[src/core/amc_pkg.sv]
// package of constants and types for the mode and clock configuration bank
// assumes an apb master on a single 40 MHz clock
package amc_pkg;

    // register indices, byte address is four times the index
    localparam logic [7:0]  IDX_STATUS     = 8'h01;
    localparam logic [7:0]  IDX_MODE       = 8'h02;
    localparam logic [7:0]  IDX_CLOCK      = 8'h03;
    localparam logic [7:0]  IDX_INT_STATUS = 8'h10;
    localparam logic [7:0]  IDX_INT_MASK   = 8'h11;

    // reset values and mode write mask
    localparam logic [15:0] MODE_RESET     = 16'h0510;
    localparam logic [15:0] CLOCK_RESET    = 16'hff0e;
    localparam logic [15:0] MODE_WR_MASK   = 16'h3f1f;

    // field positions
    localparam int MODE_REG_CRC   = 13;
    localparam int MODE_RX_CRC    = 12;
    localparam int MODE_CRC_TYPE  = 11;
    localparam int MODE_RESET_BIT = 10;
    localparam int MODE_WLEN_LSB  = 8;
    localparam int MODE_TIMEOUT   = 4;
    localparam int MODE_SEL_LSB   = 2;
    localparam int MODE_IDLE_HIZ  = 1;
    localparam int MODE_PULSE_FMT = 0;
    localparam int CLOCK_EN_LSB   = 8;
    localparam int STATUS_RESET   = 10;

    // ready pulse length in clock cycles
    localparam int READY_PULSE_CYCLES = 4;

    // ready source choices
    localparam logic [1:0] SRC_LAGGING = 2'h0;
    localparam logic [1:0] SRC_OR      = 2'h1;

    typedef struct packed {
        logic       regCrcEnable;
        logic       rxCrcEnable;
        logic       crcAnsi;
        logic [1:0] word_size_select;
        logic       timeoutEnable;
        logic [1:0] ready_source_select;
        logic       ready_idle_float;
        logic       ready_pulse_format;
    } amc_mode_t;

endpackage : amc_pkg

[src/core/amc_config_regs.sv]
// mode and clock configuration bank with apb slave and ready pin control
// assumes sample strobes and service pulse come from logic on clk
//
// The APB interface to the registers was chosen for this implementation.
`timescale 1ns/10ps
module amc_config_regs (
    input  wire logic              clk,
    input  wire logic              reset,
    input  wire logic              psel,
    input  wire logic              penable,
    input  wire logic              pwrite,
    input  wire logic [31:0]       paddr,
    input  wire logic [31:0]       pwdata,
    output logic      [31:0]       prdata,
    output logic                   pready,
    output logic                   pslverr,
    input  wire logic [7:0]        sampleStrobe,
    input  wire logic              dataServiced,
    output amc_pkg::amc_mode_t     modeCfg,
    output logic      [7:0]        channelEnable,
    output logic                   dataReadyPinOut,
    output logic                   dataReadyPinOe,
    output logic                   irq
);
    import amc_pkg::*;

    localparam int PulseLen = READY_PULSE_CYCLES;

    // ----------------------------------------
    // helper functions
    // ----------------------------------------
    function automatic logic [7:0] regIndex(input logic [31:0] a);
        regIndex = a[9:2];
    endfunction : regIndex

    function automatic logic readyPending(input logic [1:0] sel,
                                          input logic [7:0] flags,
                                          input logic [7:0] en);
        logic [7:0] act;
        act = flags & en;
        case (sel)
            SRC_LAGGING: readyPending = (en != 8'h00) && (act == en);
            SRC_OR:      readyPending = |act;
            default:     readyPending = |act;
        endcase
    endfunction : readyPending

    // ----------------------------------------
    // apb decode
    // ----------------------------------------
    logic        [15:0] mode_reg;
    logic        [15:0] clock_reg;
    logic        [7:0]  newFlags_reg;
    logic               resetFlag_reg;
    logic        [7:0]  intStatus_reg;
    logic        [7:0]  intMask_reg;
    logic        [31:0] prdata_reg;
    logic        [7:0]  idx;
    logic               mapped;
    logic               wrAccess;
    logic               rdSetup;
    logic        [7:0]  chanEvent;
    logic               pending;
    logic               pending_reg;
    logic        [7:0]  pulseCnt_reg;
    logic               pulseOn;
    logic               assertActive;

    assign idx      = regIndex(paddr);
    assign mapped   = (paddr[1:0] == 2'h0) && (paddr[31:10] == 22'h0)
                   && (idx == IDX_STATUS || idx == IDX_MODE
                   || idx == IDX_CLOCK || idx == IDX_INT_STATUS
                   || idx == IDX_INT_MASK);
    assign wrAccess = psel && penable && pwrite && mapped;
    assign rdSetup  = psel && !penable && !pwrite;
    assign pready   = 1'b1;
    assign pslverr  = psel && penable && !mapped;
    assign prdata   = prdata_reg;

    // ----------------------------------------
    // read data
    // ----------------------------------------
    always_ff @(posedge clk or posedge reset) begin
        if (reset) begin
            prdata_reg <= 32'h0;
        end else if (rdSetup) begin
            case (idx)
                IDX_STATUS: prdata_reg <= {21'h0, resetFlag_reg,
                                           2'h0, newFlags_reg};
                IDX_MODE:       prdata_reg <= {16'h0, mode_reg};
                IDX_CLOCK:      prdata_reg <= {16'h0, clock_reg};
                IDX_INT_STATUS: prdata_reg <= {24'h0, intStatus_reg};
                IDX_INT_MASK:   prdata_reg <= {24'h0, intMask_reg};
                default:        prdata_reg <= 32'h0;
            endcase
        end
    end

    // ----------------------------------------
    // mode register
    // ----------------------------------------
    always_ff @(posedge clk or posedge reset) begin
        if (reset) begin
            mode_reg <= MODE_RESET;
        end else if (wrAccess && idx == IDX_MODE) begin
            // reserved bits are not stored and read zero
            mode_reg <= pwdata[15:0] & MODE_WR_MASK;
        end
    end

    assign modeCfg.regCrcEnable        = mode_reg[MODE_REG_CRC];
    assign modeCfg.rxCrcEnable         = mode_reg[MODE_RX_CRC];
    assign modeCfg.crcAnsi             = mode_reg[MODE_CRC_TYPE];
    assign modeCfg.word_size_select    = mode_reg[MODE_WLEN_LSB +: 2];
    assign modeCfg.timeoutEnable       = mode_reg[MODE_TIMEOUT];
    assign modeCfg.ready_source_select = mode_reg[MODE_SEL_LSB +: 2];
    assign modeCfg.ready_idle_float    = mode_reg[MODE_IDLE_HIZ];
    assign modeCfg.ready_pulse_format  = mode_reg[MODE_PULSE_FMT];

    // ----------------------------------------
    // clock register
    // ----------------------------------------
    always_ff @(posedge clk or posedge reset) begin
        if (reset) begin
            clock_reg <= CLOCK_RESET;
        end else if (wrAccess && idx == IDX_CLOCK) begin
            clock_reg <= pwdata[15:0];
        end
    end

    assign channelEnable = clock_reg[CLOCK_EN_LSB +: 8];

    // ----------------------------------------
    // status flags
    // ----------------------------------------
    always_ff @(posedge clk or posedge reset) begin
        if (reset) begin
            resetFlag_reg <= 1'b1;
        end else if (wrAccess && idx == IDX_MODE
                     && !pwdata[MODE_RESET_BIT]) begin
            resetFlag_reg <= 1'b0;
        end
    end

    // a strobe in the service cycle wins over the clear
    always_ff @(posedge clk or posedge reset) begin
        if (reset) begin
            newFlags_reg <= 8'h00;
        end else begin
            newFlags_reg <= (dataServiced ? 8'h00 : newFlags_reg)
                          | sampleStrobe;
        end
    end

    // ----------------------------------------
    // interrupts
    // ----------------------------------------
    assign chanEvent = sampleStrobe & channelEnable;

    always_ff @(posedge clk or posedge reset) begin
        if (reset) begin
            intStatus_reg <= 8'h00;
        end else if (wrAccess && idx == IDX_INT_STATUS) begin
            intStatus_reg <= (intStatus_reg & ~pwdata[7:0]) | chanEvent;
        end else begin
            intStatus_reg <= intStatus_reg | chanEvent;
        end
    end

    always_ff @(posedge clk or posedge reset) begin
        if (reset) begin
            intMask_reg <= 8'h00;
        end else if (wrAccess && idx == IDX_INT_MASK) begin
            intMask_reg <= pwdata[7:0];
        end
    end

    assign irq = |(intStatus_reg & intMask_reg);

    // ----------------------------------------
    // ready pin
    // ----------------------------------------
    assign pending = readyPending(modeCfg.ready_source_select,
                                  newFlags_reg, channelEnable);

    always_ff @(posedge clk or posedge reset) begin
        if (reset) begin
            pending_reg <= 1'b0;
        end else begin
            pending_reg <= pending;
        end
    end

    always_ff @(posedge clk or posedge reset) begin
        if (reset) begin
            pulseCnt_reg <= 8'h00;
        end else if (pending && !pending_reg) begin
            pulseCnt_reg <= 8'(READY_PULSE_CYCLES);
        end else if (pulseCnt_reg != 8'h00) begin
            pulseCnt_reg <= pulseCnt_reg - 8'h01;
        end
    end

    assign pulseOn      = pulseCnt_reg != 8'h00;
    assign assertActive = modeCfg.ready_pulse_format ? pulseOn
                                                     : pending;

    always_ff @(posedge clk or posedge reset) begin
        if (reset) begin
            dataReadyPinOut <= 1'b1;
            dataReadyPinOe  <= 1'b1;
        end else if (assertActive) begin
            dataReadyPinOut <= 1'b0;
            dataReadyPinOe  <= 1'b1;
        end else begin
            dataReadyPinOut <= 1'b1;
            dataReadyPinOe  <= !modeCfg.ready_idle_float;
        end
    end

    // ----------------------------------------
    // assertions
    // ----------------------------------------
    modeReset_a: assert property (@(posedge clk)
        $fell(reset) |-> mode_reg == MODE_RESET)
        else $error("mode register not at reset value");

    clockReset_a: assert property (@(posedge clk)
        $fell(reset) |-> clock_reg == CLOCK_RESET)
        else $error("clock register not at reset value");

    modeWrite_a: assert property (@(posedge clk) disable iff (reset)
        wrAccess && idx == IDX_MODE
        |=> mode_reg == ($past(pwdata[15:0]) & MODE_WR_MASK))
        else $error("mode write not stored");

    resetClear_a: assert property (@(posedge clk) disable iff (reset)
        wrAccess && idx == IDX_MODE && !pwdata[MODE_RESET_BIT]
        |=> !resetFlag_reg)
        else $error("reset flag not cleared");

    resetHold_a: assert property (@(posedge clk) disable iff (reset)
        resetFlag_reg && !(wrAccess && idx == IDX_MODE)
        |=> resetFlag_reg)
        else $error("reset flag lost without a clear");

    flagSet_a: assert property (@(posedge clk) disable iff (reset)
        sampleStrobe[0] |=> newFlags_reg[0])
        else $error("new data flag not set");

    levelLow_a: assert property (@(posedge clk) disable iff (reset)
        pending && !modeCfg.ready_pulse_format
        |=> !dataReadyPinOut && dataReadyPinOe)
        else $error("ready pin not held low");

    pulseLen_a: assert property (@(posedge clk) disable iff (reset)
        $rose(pulseOn) |-> ##PulseLen !pulseOn)
        else $error("ready pulse length wrong");

    idleFloat_a: assert property (@(posedge clk) disable iff (reset)
        !assertActive && modeCfg.ready_idle_float
        |=> !dataReadyPinOe)
        else $error("ready pin not floating when idle");

    disabledMute_a: assert property (@(posedge clk) disable iff (reset)
        (newFlags_reg & channelEnable) == 8'h00 |-> !pending)
        else $error("disabled channel drives ready");

    irqLevel_a: assert property (@(posedge clk) disable iff (reset)
        $rose(intStatus_reg[0]) && intMask_reg[0] |-> irq)
        else $error("interrupt not raised");

    pulseSeen_c: cover property (@(posedge clk) disable iff (reset)
        modeCfg.ready_pulse_format && $rose(pulseOn));
    lagging_c: cover property (@(posedge clk) disable iff (reset)
        modeCfg.ready_source_select == SRC_LAGGING && $rose(pending));
    resetClr_c: cover property (@(posedge clk) disable iff (reset)
        $fell(resetFlag_reg));
    float_c: cover property (@(posedge clk) disable iff (reset)
        $fell(dataReadyPinOe));

endmodule : amc_config_regs

[config.mk]
export PLATFORM = sky130hd
export DESIGN_NAME = amc_config_regs
export DESIGN_NICKNAME = d
export VERILOG_FILES = /design/src/core/amc_pkg.sv /design/src/core/amc_config_regs.sv
export SDC_FILE = /design/constraint.sdc
export NUM_CORES = 1
export LEC_CHECK = 0
export ABC_AREA = 0
export BUFFER_PORTS_ARGS = -buffer_cell sky130_fd_sc_hd__buf_2
export CAP_MARGIN = 40
export CORE_UTILIZATION = 48
export CTS_BUF_LIST = sky130_fd_sc_hd__clkbuf_8
export DETAILED_ROUTE_END_ITERATION = 16
export PLACE_DENSITY = 0.9
export RECOVER_POWER = 25
export SLEW_MARGIN = 20
export SYNTH_ARGS = -nofsm -noshare
export SYNTH_HDL_FRONTEND = slang
export SYNTH_SLANG_ARGS = --single-unit
[constraint.sdc]
create_clock -name clk -period 2.33 [get_ports clk]
set_clock_uncertainty 0.1 [all_clocks]
set_input_delay 0.233 -clock clk [delete_from_list [all_inputs] [get_ports clk]]
set_output_delay 0.233 -clock clk [all_outputs]
set_load 0.03 [all_outputs]
==> results of run 1 <==
==> worst max-delay path: stages, from the launching register on <==
cell	delay [ns]
dfrtp_1	0.36
inv_1	0.13
ha_1	0.22
nor4b_1	0.47
and2_1	0.31
nor3b_1	0.09
xnor2_1	0.13
a21oi_1	0.12
==> per-stage QoR <==
step | power (mW) | hold WS, ns
2_1_floorplan | 1.897 | 0.2253
3_3_place_gp | 1.997 | 0.05364
3_5_place_dp | 2.031 | 0.05891
4_1_cts | 3.292 | 0.003095
5_1_grt | 3.409 | 0.01056
6_report | 3.256 | 0.02250
==> layout make-up <==
class                   instances  area share (%)
clock buffers                  11           3.123
clock inverters                 4           1.936
inverters                      18           1.394
multi-input cells             223           35.96
flip-flops and latches         79           41.22
well taps                     105           2.710
repair buffers                119           13.66
==> synthesized netlist by cell type (all sizes together), types with 2 or more instances <==
| cell | instances |
|---|---|
| a21o | 8 |
| a21oi | 10 |
| a22o | 24 |
| a22oi | 15 |
| a32o | 2 |
| and2 | 2 |
| buf | 43 |
| clkbuf | 5 |
| conb | 2 |
| dfrtp | 62 |
| dfstp | 17 |
| ha | 2 |
| inv | 18 |
| mux2 | 42 |
| mux2i | 10 |
| nand2 | 18 |
| nand2b | 2 |
| nand3 | 6 |
| nand4 | 2 |
| nor2 | 8 |
| nor2b | 5 |
| nor3 | 7 |
| nor3b | 2 |
| nor4 | 10 |
| o21ai | 7 |
| o22ai | 4 |
| xnor2 | 2 |
==> timing repair <==
action / CTS / global route
resized for setup: 0 / 0
hold endpoints to repair: 17 / 0
hold buffers: 10 / 0
==> layer usage <==
metal	up-vias	share of wire (%)
met4	0	2.4
met5	-	0
met2	150	49
met3	25	7.6
li1	1440	-
met1	1573	41
==> worst paths after layout <==
kind                                         end  cells after the start  slack, ns            start
worst max-delay path             pulseCnt_reg[4]                      7       0.33  pulseCnt_reg[0]
worst min-delay path                mode_reg[13]                      2       0.02       pwdata[13]
worst max register to register   pulseCnt_reg[4]                      7       0.33  pulseCnt_reg[0]
worst min register to register     resetFlag_reg                      1       0.39    resetFlag_reg
max in group asynchronous       intStatus_reg[3]                      4       0.58            reset
min in group asynchronous        pulseCnt_reg[3]                      3       0.28            reset
==> report_power, final <==
part	internal (mW)	switching, mW	total [mW]	leakage (nW)
combinational	0.211	0.300	0.511	1.30
sequential	1.45	0.0584	1.50	0.998
clock	0.761	0.481	1.24	0.127
total	2.42	0.839	3.26	2.42
==> logic make-up after synthesis <==
kind of cell	count (synthesis)	share of synthesized area (%)
xor gates and xnor gates	2	0.4283
AOI/OAI and AO/OA	84	15.51
adders and majority gates	2	0.6117
and+or+nand+nor	66	9.666
muxes	52	14.84
buffers and inverters	66	9.911
other	2	0.1836
DFF	79	48.85
==> run_results.csv, run 1 <==
group,metric,value,unit
run_status,status,"finished, final reports clean",
clock_tree,clockBufferDepth,2,
floorplan,ios,133,
yosys,synth_cells,353,
global_route,grt-ovfl-total,0,
global_route,grt_max_degree,72,
floorplan,start_util,49.78,%
detailed_routing,vias,3188,
run,cap_violations,0,
yosys,synthFlopType,"dfrtp_1",
setup_path,crit_fanout,5,
yosys,ys_async_sr_fraction,100.0,%
setup_path,startpoint_type,"flop",
detailed_routing,drt_pre_antenna_iters,5,
cells_and_area,ff_latch_area,1998,µm²
clock_tree,cts_tree,"yes",
global_route,gr-usage-met1,28.80,%
global_route,met2_usage,40.64,%
clock_tree,cts_sinks,79,
sta,hold_viol_final,0,
detailed_routing,detail_route.wl_per_cell,17.64,µm
cells_and_area,multi_input_area,1743,µm²
sta,tightest_slew,0.9456,ns
yosys,synth_area_leaders,"dfrtp_1, dfstp_2, mux2_2, buf_4, a22o_1",
place,gp_congestion,0.9187,
cells_and_area,diodes,0,
clock_tree,path_clk_slew,0.08,ns
cells_and_area,design_area,4847,µm²
yosys,postSynthAreaPerCell,11.59,µm²
sta,final_max_slew_viol_count,0,
cells_and_area,syn2layout_area_growth,18.51,%
detailed_routing,vias_per_cell,5.703,
cells_and_area,num-nets-final,530,
cells_and_area,utilization,58.99,%
floorplan,rows,33,
setup_path,required,2.50,ns
hold_path,worstHoldPathType,"in -> reg",
clock_tree,numCtsBuffers,9,
sta,setup-tns-final,0,ns
floorplan,fp.dieH,94.31,µm
cells_and_area,final_cell_mix,"buf_2, dfrtp_1, mux2_2",
detailed_routing,wirelength,9862,µm
global_route,gr-max-usage-layer,"met2",
global_route,grt_use_total,24.14,%
place,pre_cts_ws,0.1439,ns
cells_and_area,fill_cells,710,
sta,fin_crit_sh,86.02,%
place,io_buffers,99,
yosys,ys.warnings.count,0,
yosys,synth_top_area_share,37.93,%
place,placedInstanceArea,4523,µm²
sta,slew-limit-headroom,36.96,%
sta,rsz0062_at_grt,"no",
cells_and_area,final_common_cell,"buf_2",
cells_and_area,drive_gt1_share,40.53,%
power,cellLeakagePower,2.420,nW
place,placed_cells,534,
detailed_routing,dr.first_iter.drc_count,209,
floorplan,dieArea,8894,µm²
detailed_routing,drc,0,
yosys,synthDistinctLibCells,53,
setup_path,critPathArrivalTime,2.18,ns
clock_tree,cts-root-buf,"clkbuf_8",
clock_tree,clock_latency,0.35,ns
global_route,antenna_found_initial,0,
sta,finalSetupViolations,0,
global_route,grt_pass1_vias,3269,
yosys,syn_area,4090,µm²
yosys,synth_edf_count,0,
sta,setup_ws,0.3257,ns
global_route,grt_first_pass_wirelength,15990,µm
place,dp.final_hpwl,7202,µm
setup_path,path_class,"reg -> reg",
yosys,yosysSeqAreaShare,48.85,%
yosys,synth-seq-cells,79,
clock_tree,cts_setup_buffers,0,
clock_tree,htree_num_levels,3,
detailed_routing,antenna_left,0,
floorplan,fp.dieW,94.31,µm
yosys,synth_top_area_cell,"dfrtp_1",
sta,period_minus_slack,2.004,ns
power,powerDensity,671.7,nW/µm²
sta,fmax,498.9,MHz
floorplan,core,8217,µm²
power,ir_drop,441.3,µV
cells_and_area,layout.cells.non_filler,559,
setup_path,cp-end-kind,"flop",
global_route,met3_usage,6.958,%
Note: power is estimated with default switching activity, not from simulation.
==> inputs of run 2 (changes only) <==
- RECOVER_POWER: 25 -> not set
==> run 2 against run 1 <==
Net effect: power is essentially flat; wire length shrank 0.17%; first-iteration DRC count shrank 7.7%; clock-buffer cell count is the same; global-route usage is the same; die area is the same; sequential share of layout area shrank 0.18 points; combinational power grew 0.8%; worst hold slack gained 0.0029 ns; design area grew 0.44%; non-clock buffer count is the same; critical path type unchanged; critical endpoint unchanged.
==> run_results.csv, run 2 (synthesis results as in run 1) <==
group,metric,value,unit
setup_path,cpPeakStageDelay,0.47,ns
detailed_routing,detail_route.wl_per_cell,17.61,µm
clock_tree,numCtsBuffers,9,
place,io_buffers,99,
sta,fin_crit_sh,86.55,%
setup_path,required,2.50,ns
clock_tree,cts_resized,0,
place,gp_congestion,0.9187,
floorplan,fp.dieW,94.31,µm
clock_tree,cts_tree,"yes",
detailed_routing,vias_per_cell,5.673,
setup_path,crit_fanout,5,
global_route,antenna_found_initial,0,
floorplan,fp.dieH,94.31,µm
sta,slew-limit-headroom,63.79,%
detailed_routing,vias,3171,
setup_path,startpoint_type,"flop",
cells_and_area,syn2layout_area_growth,19.03,%
global_route,grt_pass1_vias,3269,
sta,setup_ws,0.3133,ns
run_status,status,"finished, final reports clean",
cells_and_area,ff_latch_area,1998,µm²
sta,whs,0.02543,ns
cells_and_area,num-nets-final,530,
setup_path,crit_family,"simple AND/OR/NAND/NOR gates",
place,placed_cells,534,
cells_and_area,drive_gt1_share,42.29,%
cells_and_area,final_cell_mix,"buf_2, dfrtp_1, mux2_2",
cells_and_area,final_common_cell,"buf_2",
clock_tree,cts-root-buf,"clkbuf_8",
cells_and_area,diodes,0,
global_route,grt_use_total,24.14,%
global_route,grt-ovfl-total,0,
floorplan,dieArea,8894,µm²
sta,period_minus_slack,2.017,ns
clock_tree,clock_latency,0.35,ns
cells_and_area,fill_cells,705,
floorplan,core,8217,µm²
setup_path,critPathArrivalTime,2.19,ns
sta,finalSetupViolations,0,
clock_tree,cts_sinks,79,
setup_path,crit_chain,"inv_1, ha_1, nor4b_1, and2_1, nor3b_1, xnor2_1, a21oi_1",
place,pre_cts_ws,0.1439,ns
detailed_routing,drc,0,
global_route,grt_max_degree,72,
sta,tightest_slew,0.5357,ns
setup_path,cp.buffers_inverters,1,
sta,hold_viol_final,0,
clock_tree,path_clk_slew,0.08,ns
sta,rsz0062_at_grt,"no",
power,ir_drop,442.8,µV
detailed_routing,wirelength,9845,µm
setup_path,path_class,"reg -> reg",
floorplan,start_util,49.78,%
floorplan,rows,33,
sta,fmax,495.9,MHz
power,powerDensity,668.8,nW/µm²
detailed_routing,drt_pre_antenna_iters,5,
detailed_routing,dr.first_iter.drc_count,193,
hold_path,worstHoldPathType,"in -> reg",
global_route,grt_first_pass_wirelength,15990,µm
sta,final_max_slew_viol_count,0,
cells_and_area,layout.cells.non_filler,559,
floorplan,ios,133,
sta,setup-tns-final,0,ns
power,cellLeakagePower,2.443,nW
clock_tree,clockBufferDepth,2,
cells_and_area,multi_input_area,1743,µm²
setup_path,crit_slowest_cell,"nor4b_1",
clock_tree,htree_num_levels,3,
place,dp.final_hpwl,7202,µm
setup_path,cp-end-kind,"flop",
detailed_routing,antenna_left,0,
run,cap_violations,0,
==> run 2: through the flow <==
| stage | total power [mW] | cell area, µm² | utilization (%) |
|---|---|---|---|
| floorplan | 1.897 | 4146 | - |
| global placement | 1.997 | 4523 | 55.05 |
| detailed placement | 2.031 | 4523 | 55.05 |
| CTS | 3.292 | 4868 | 59.25 |
| global route | 3.414 | 4868 | 59.25 |
| finish | 3.256 | 4868 | 59.25 |
==> run 2: metal layers <==
layer	vias up	global-route usage [%]	part of all wire, %	wire [µm]
met5	-	0	0	0
met4	0	10.13	2.5	250
met3	29	6.958	8.1	798
met2	163	40.64	49	4832
met1	1546	28.80	40	3965
li1	1433	-	-	-
==> run 2: cell type report <==
class	count	share of cell area, %
clock buffer	11	3.110
clock inverter	4	1.928
inverter	18	1.388
multi-input combinational	223	35.80
sequential	79	41.04
tap	105	2.699
timing repair buffer	119	14.03
==> run 2: power breakdown <==
part	leakage, nW	internal [mW]	switching (mW)
clock	0.127	0.761	0.479
combinational	1.32	0.215	0.300
sequential	0.998	1.45	0.0563
==> run 2: worst register-to-register path, delay by kind of cell, from the launching register on <==
family / cells / cell delay [ns]
AND/OR/NAND/NOR: 3 / 0.88
adder cells (fa/ha/maj): 1 / 0.22
AO/OA/AOI/OAI: 1 / 0.12
flip-flops: 1 / 0.36
buffers and inverters: 1 / 0.13
XOR/XNOR: 1 / 0.13
==> run 2: worst paths after layout <==
kind                                 start               to  slack, ns  cells after the start
min reg2reg                  resetFlag_reg    resetFlag_reg       0.39                      1
min                             pwdata[13]     mode_reg[13]       0.03                      2
min in group asynchronous            reset  pulseCnt_reg[3]       0.24                      3
max                        pulseCnt_reg[0]  pulseCnt_reg[4]       0.31                      7
max reg2reg                pulseCnt_reg[0]  pulseCnt_reg[4]       0.31                      7
max in group asynchronous            reset      mode_reg[4]       1.24                      4
==> run 2: timing repair <==
item                                   CTS  global route
buffers inserted                         0             0
endpoints found under the hold margin   17             0
hold buffers                            10             0
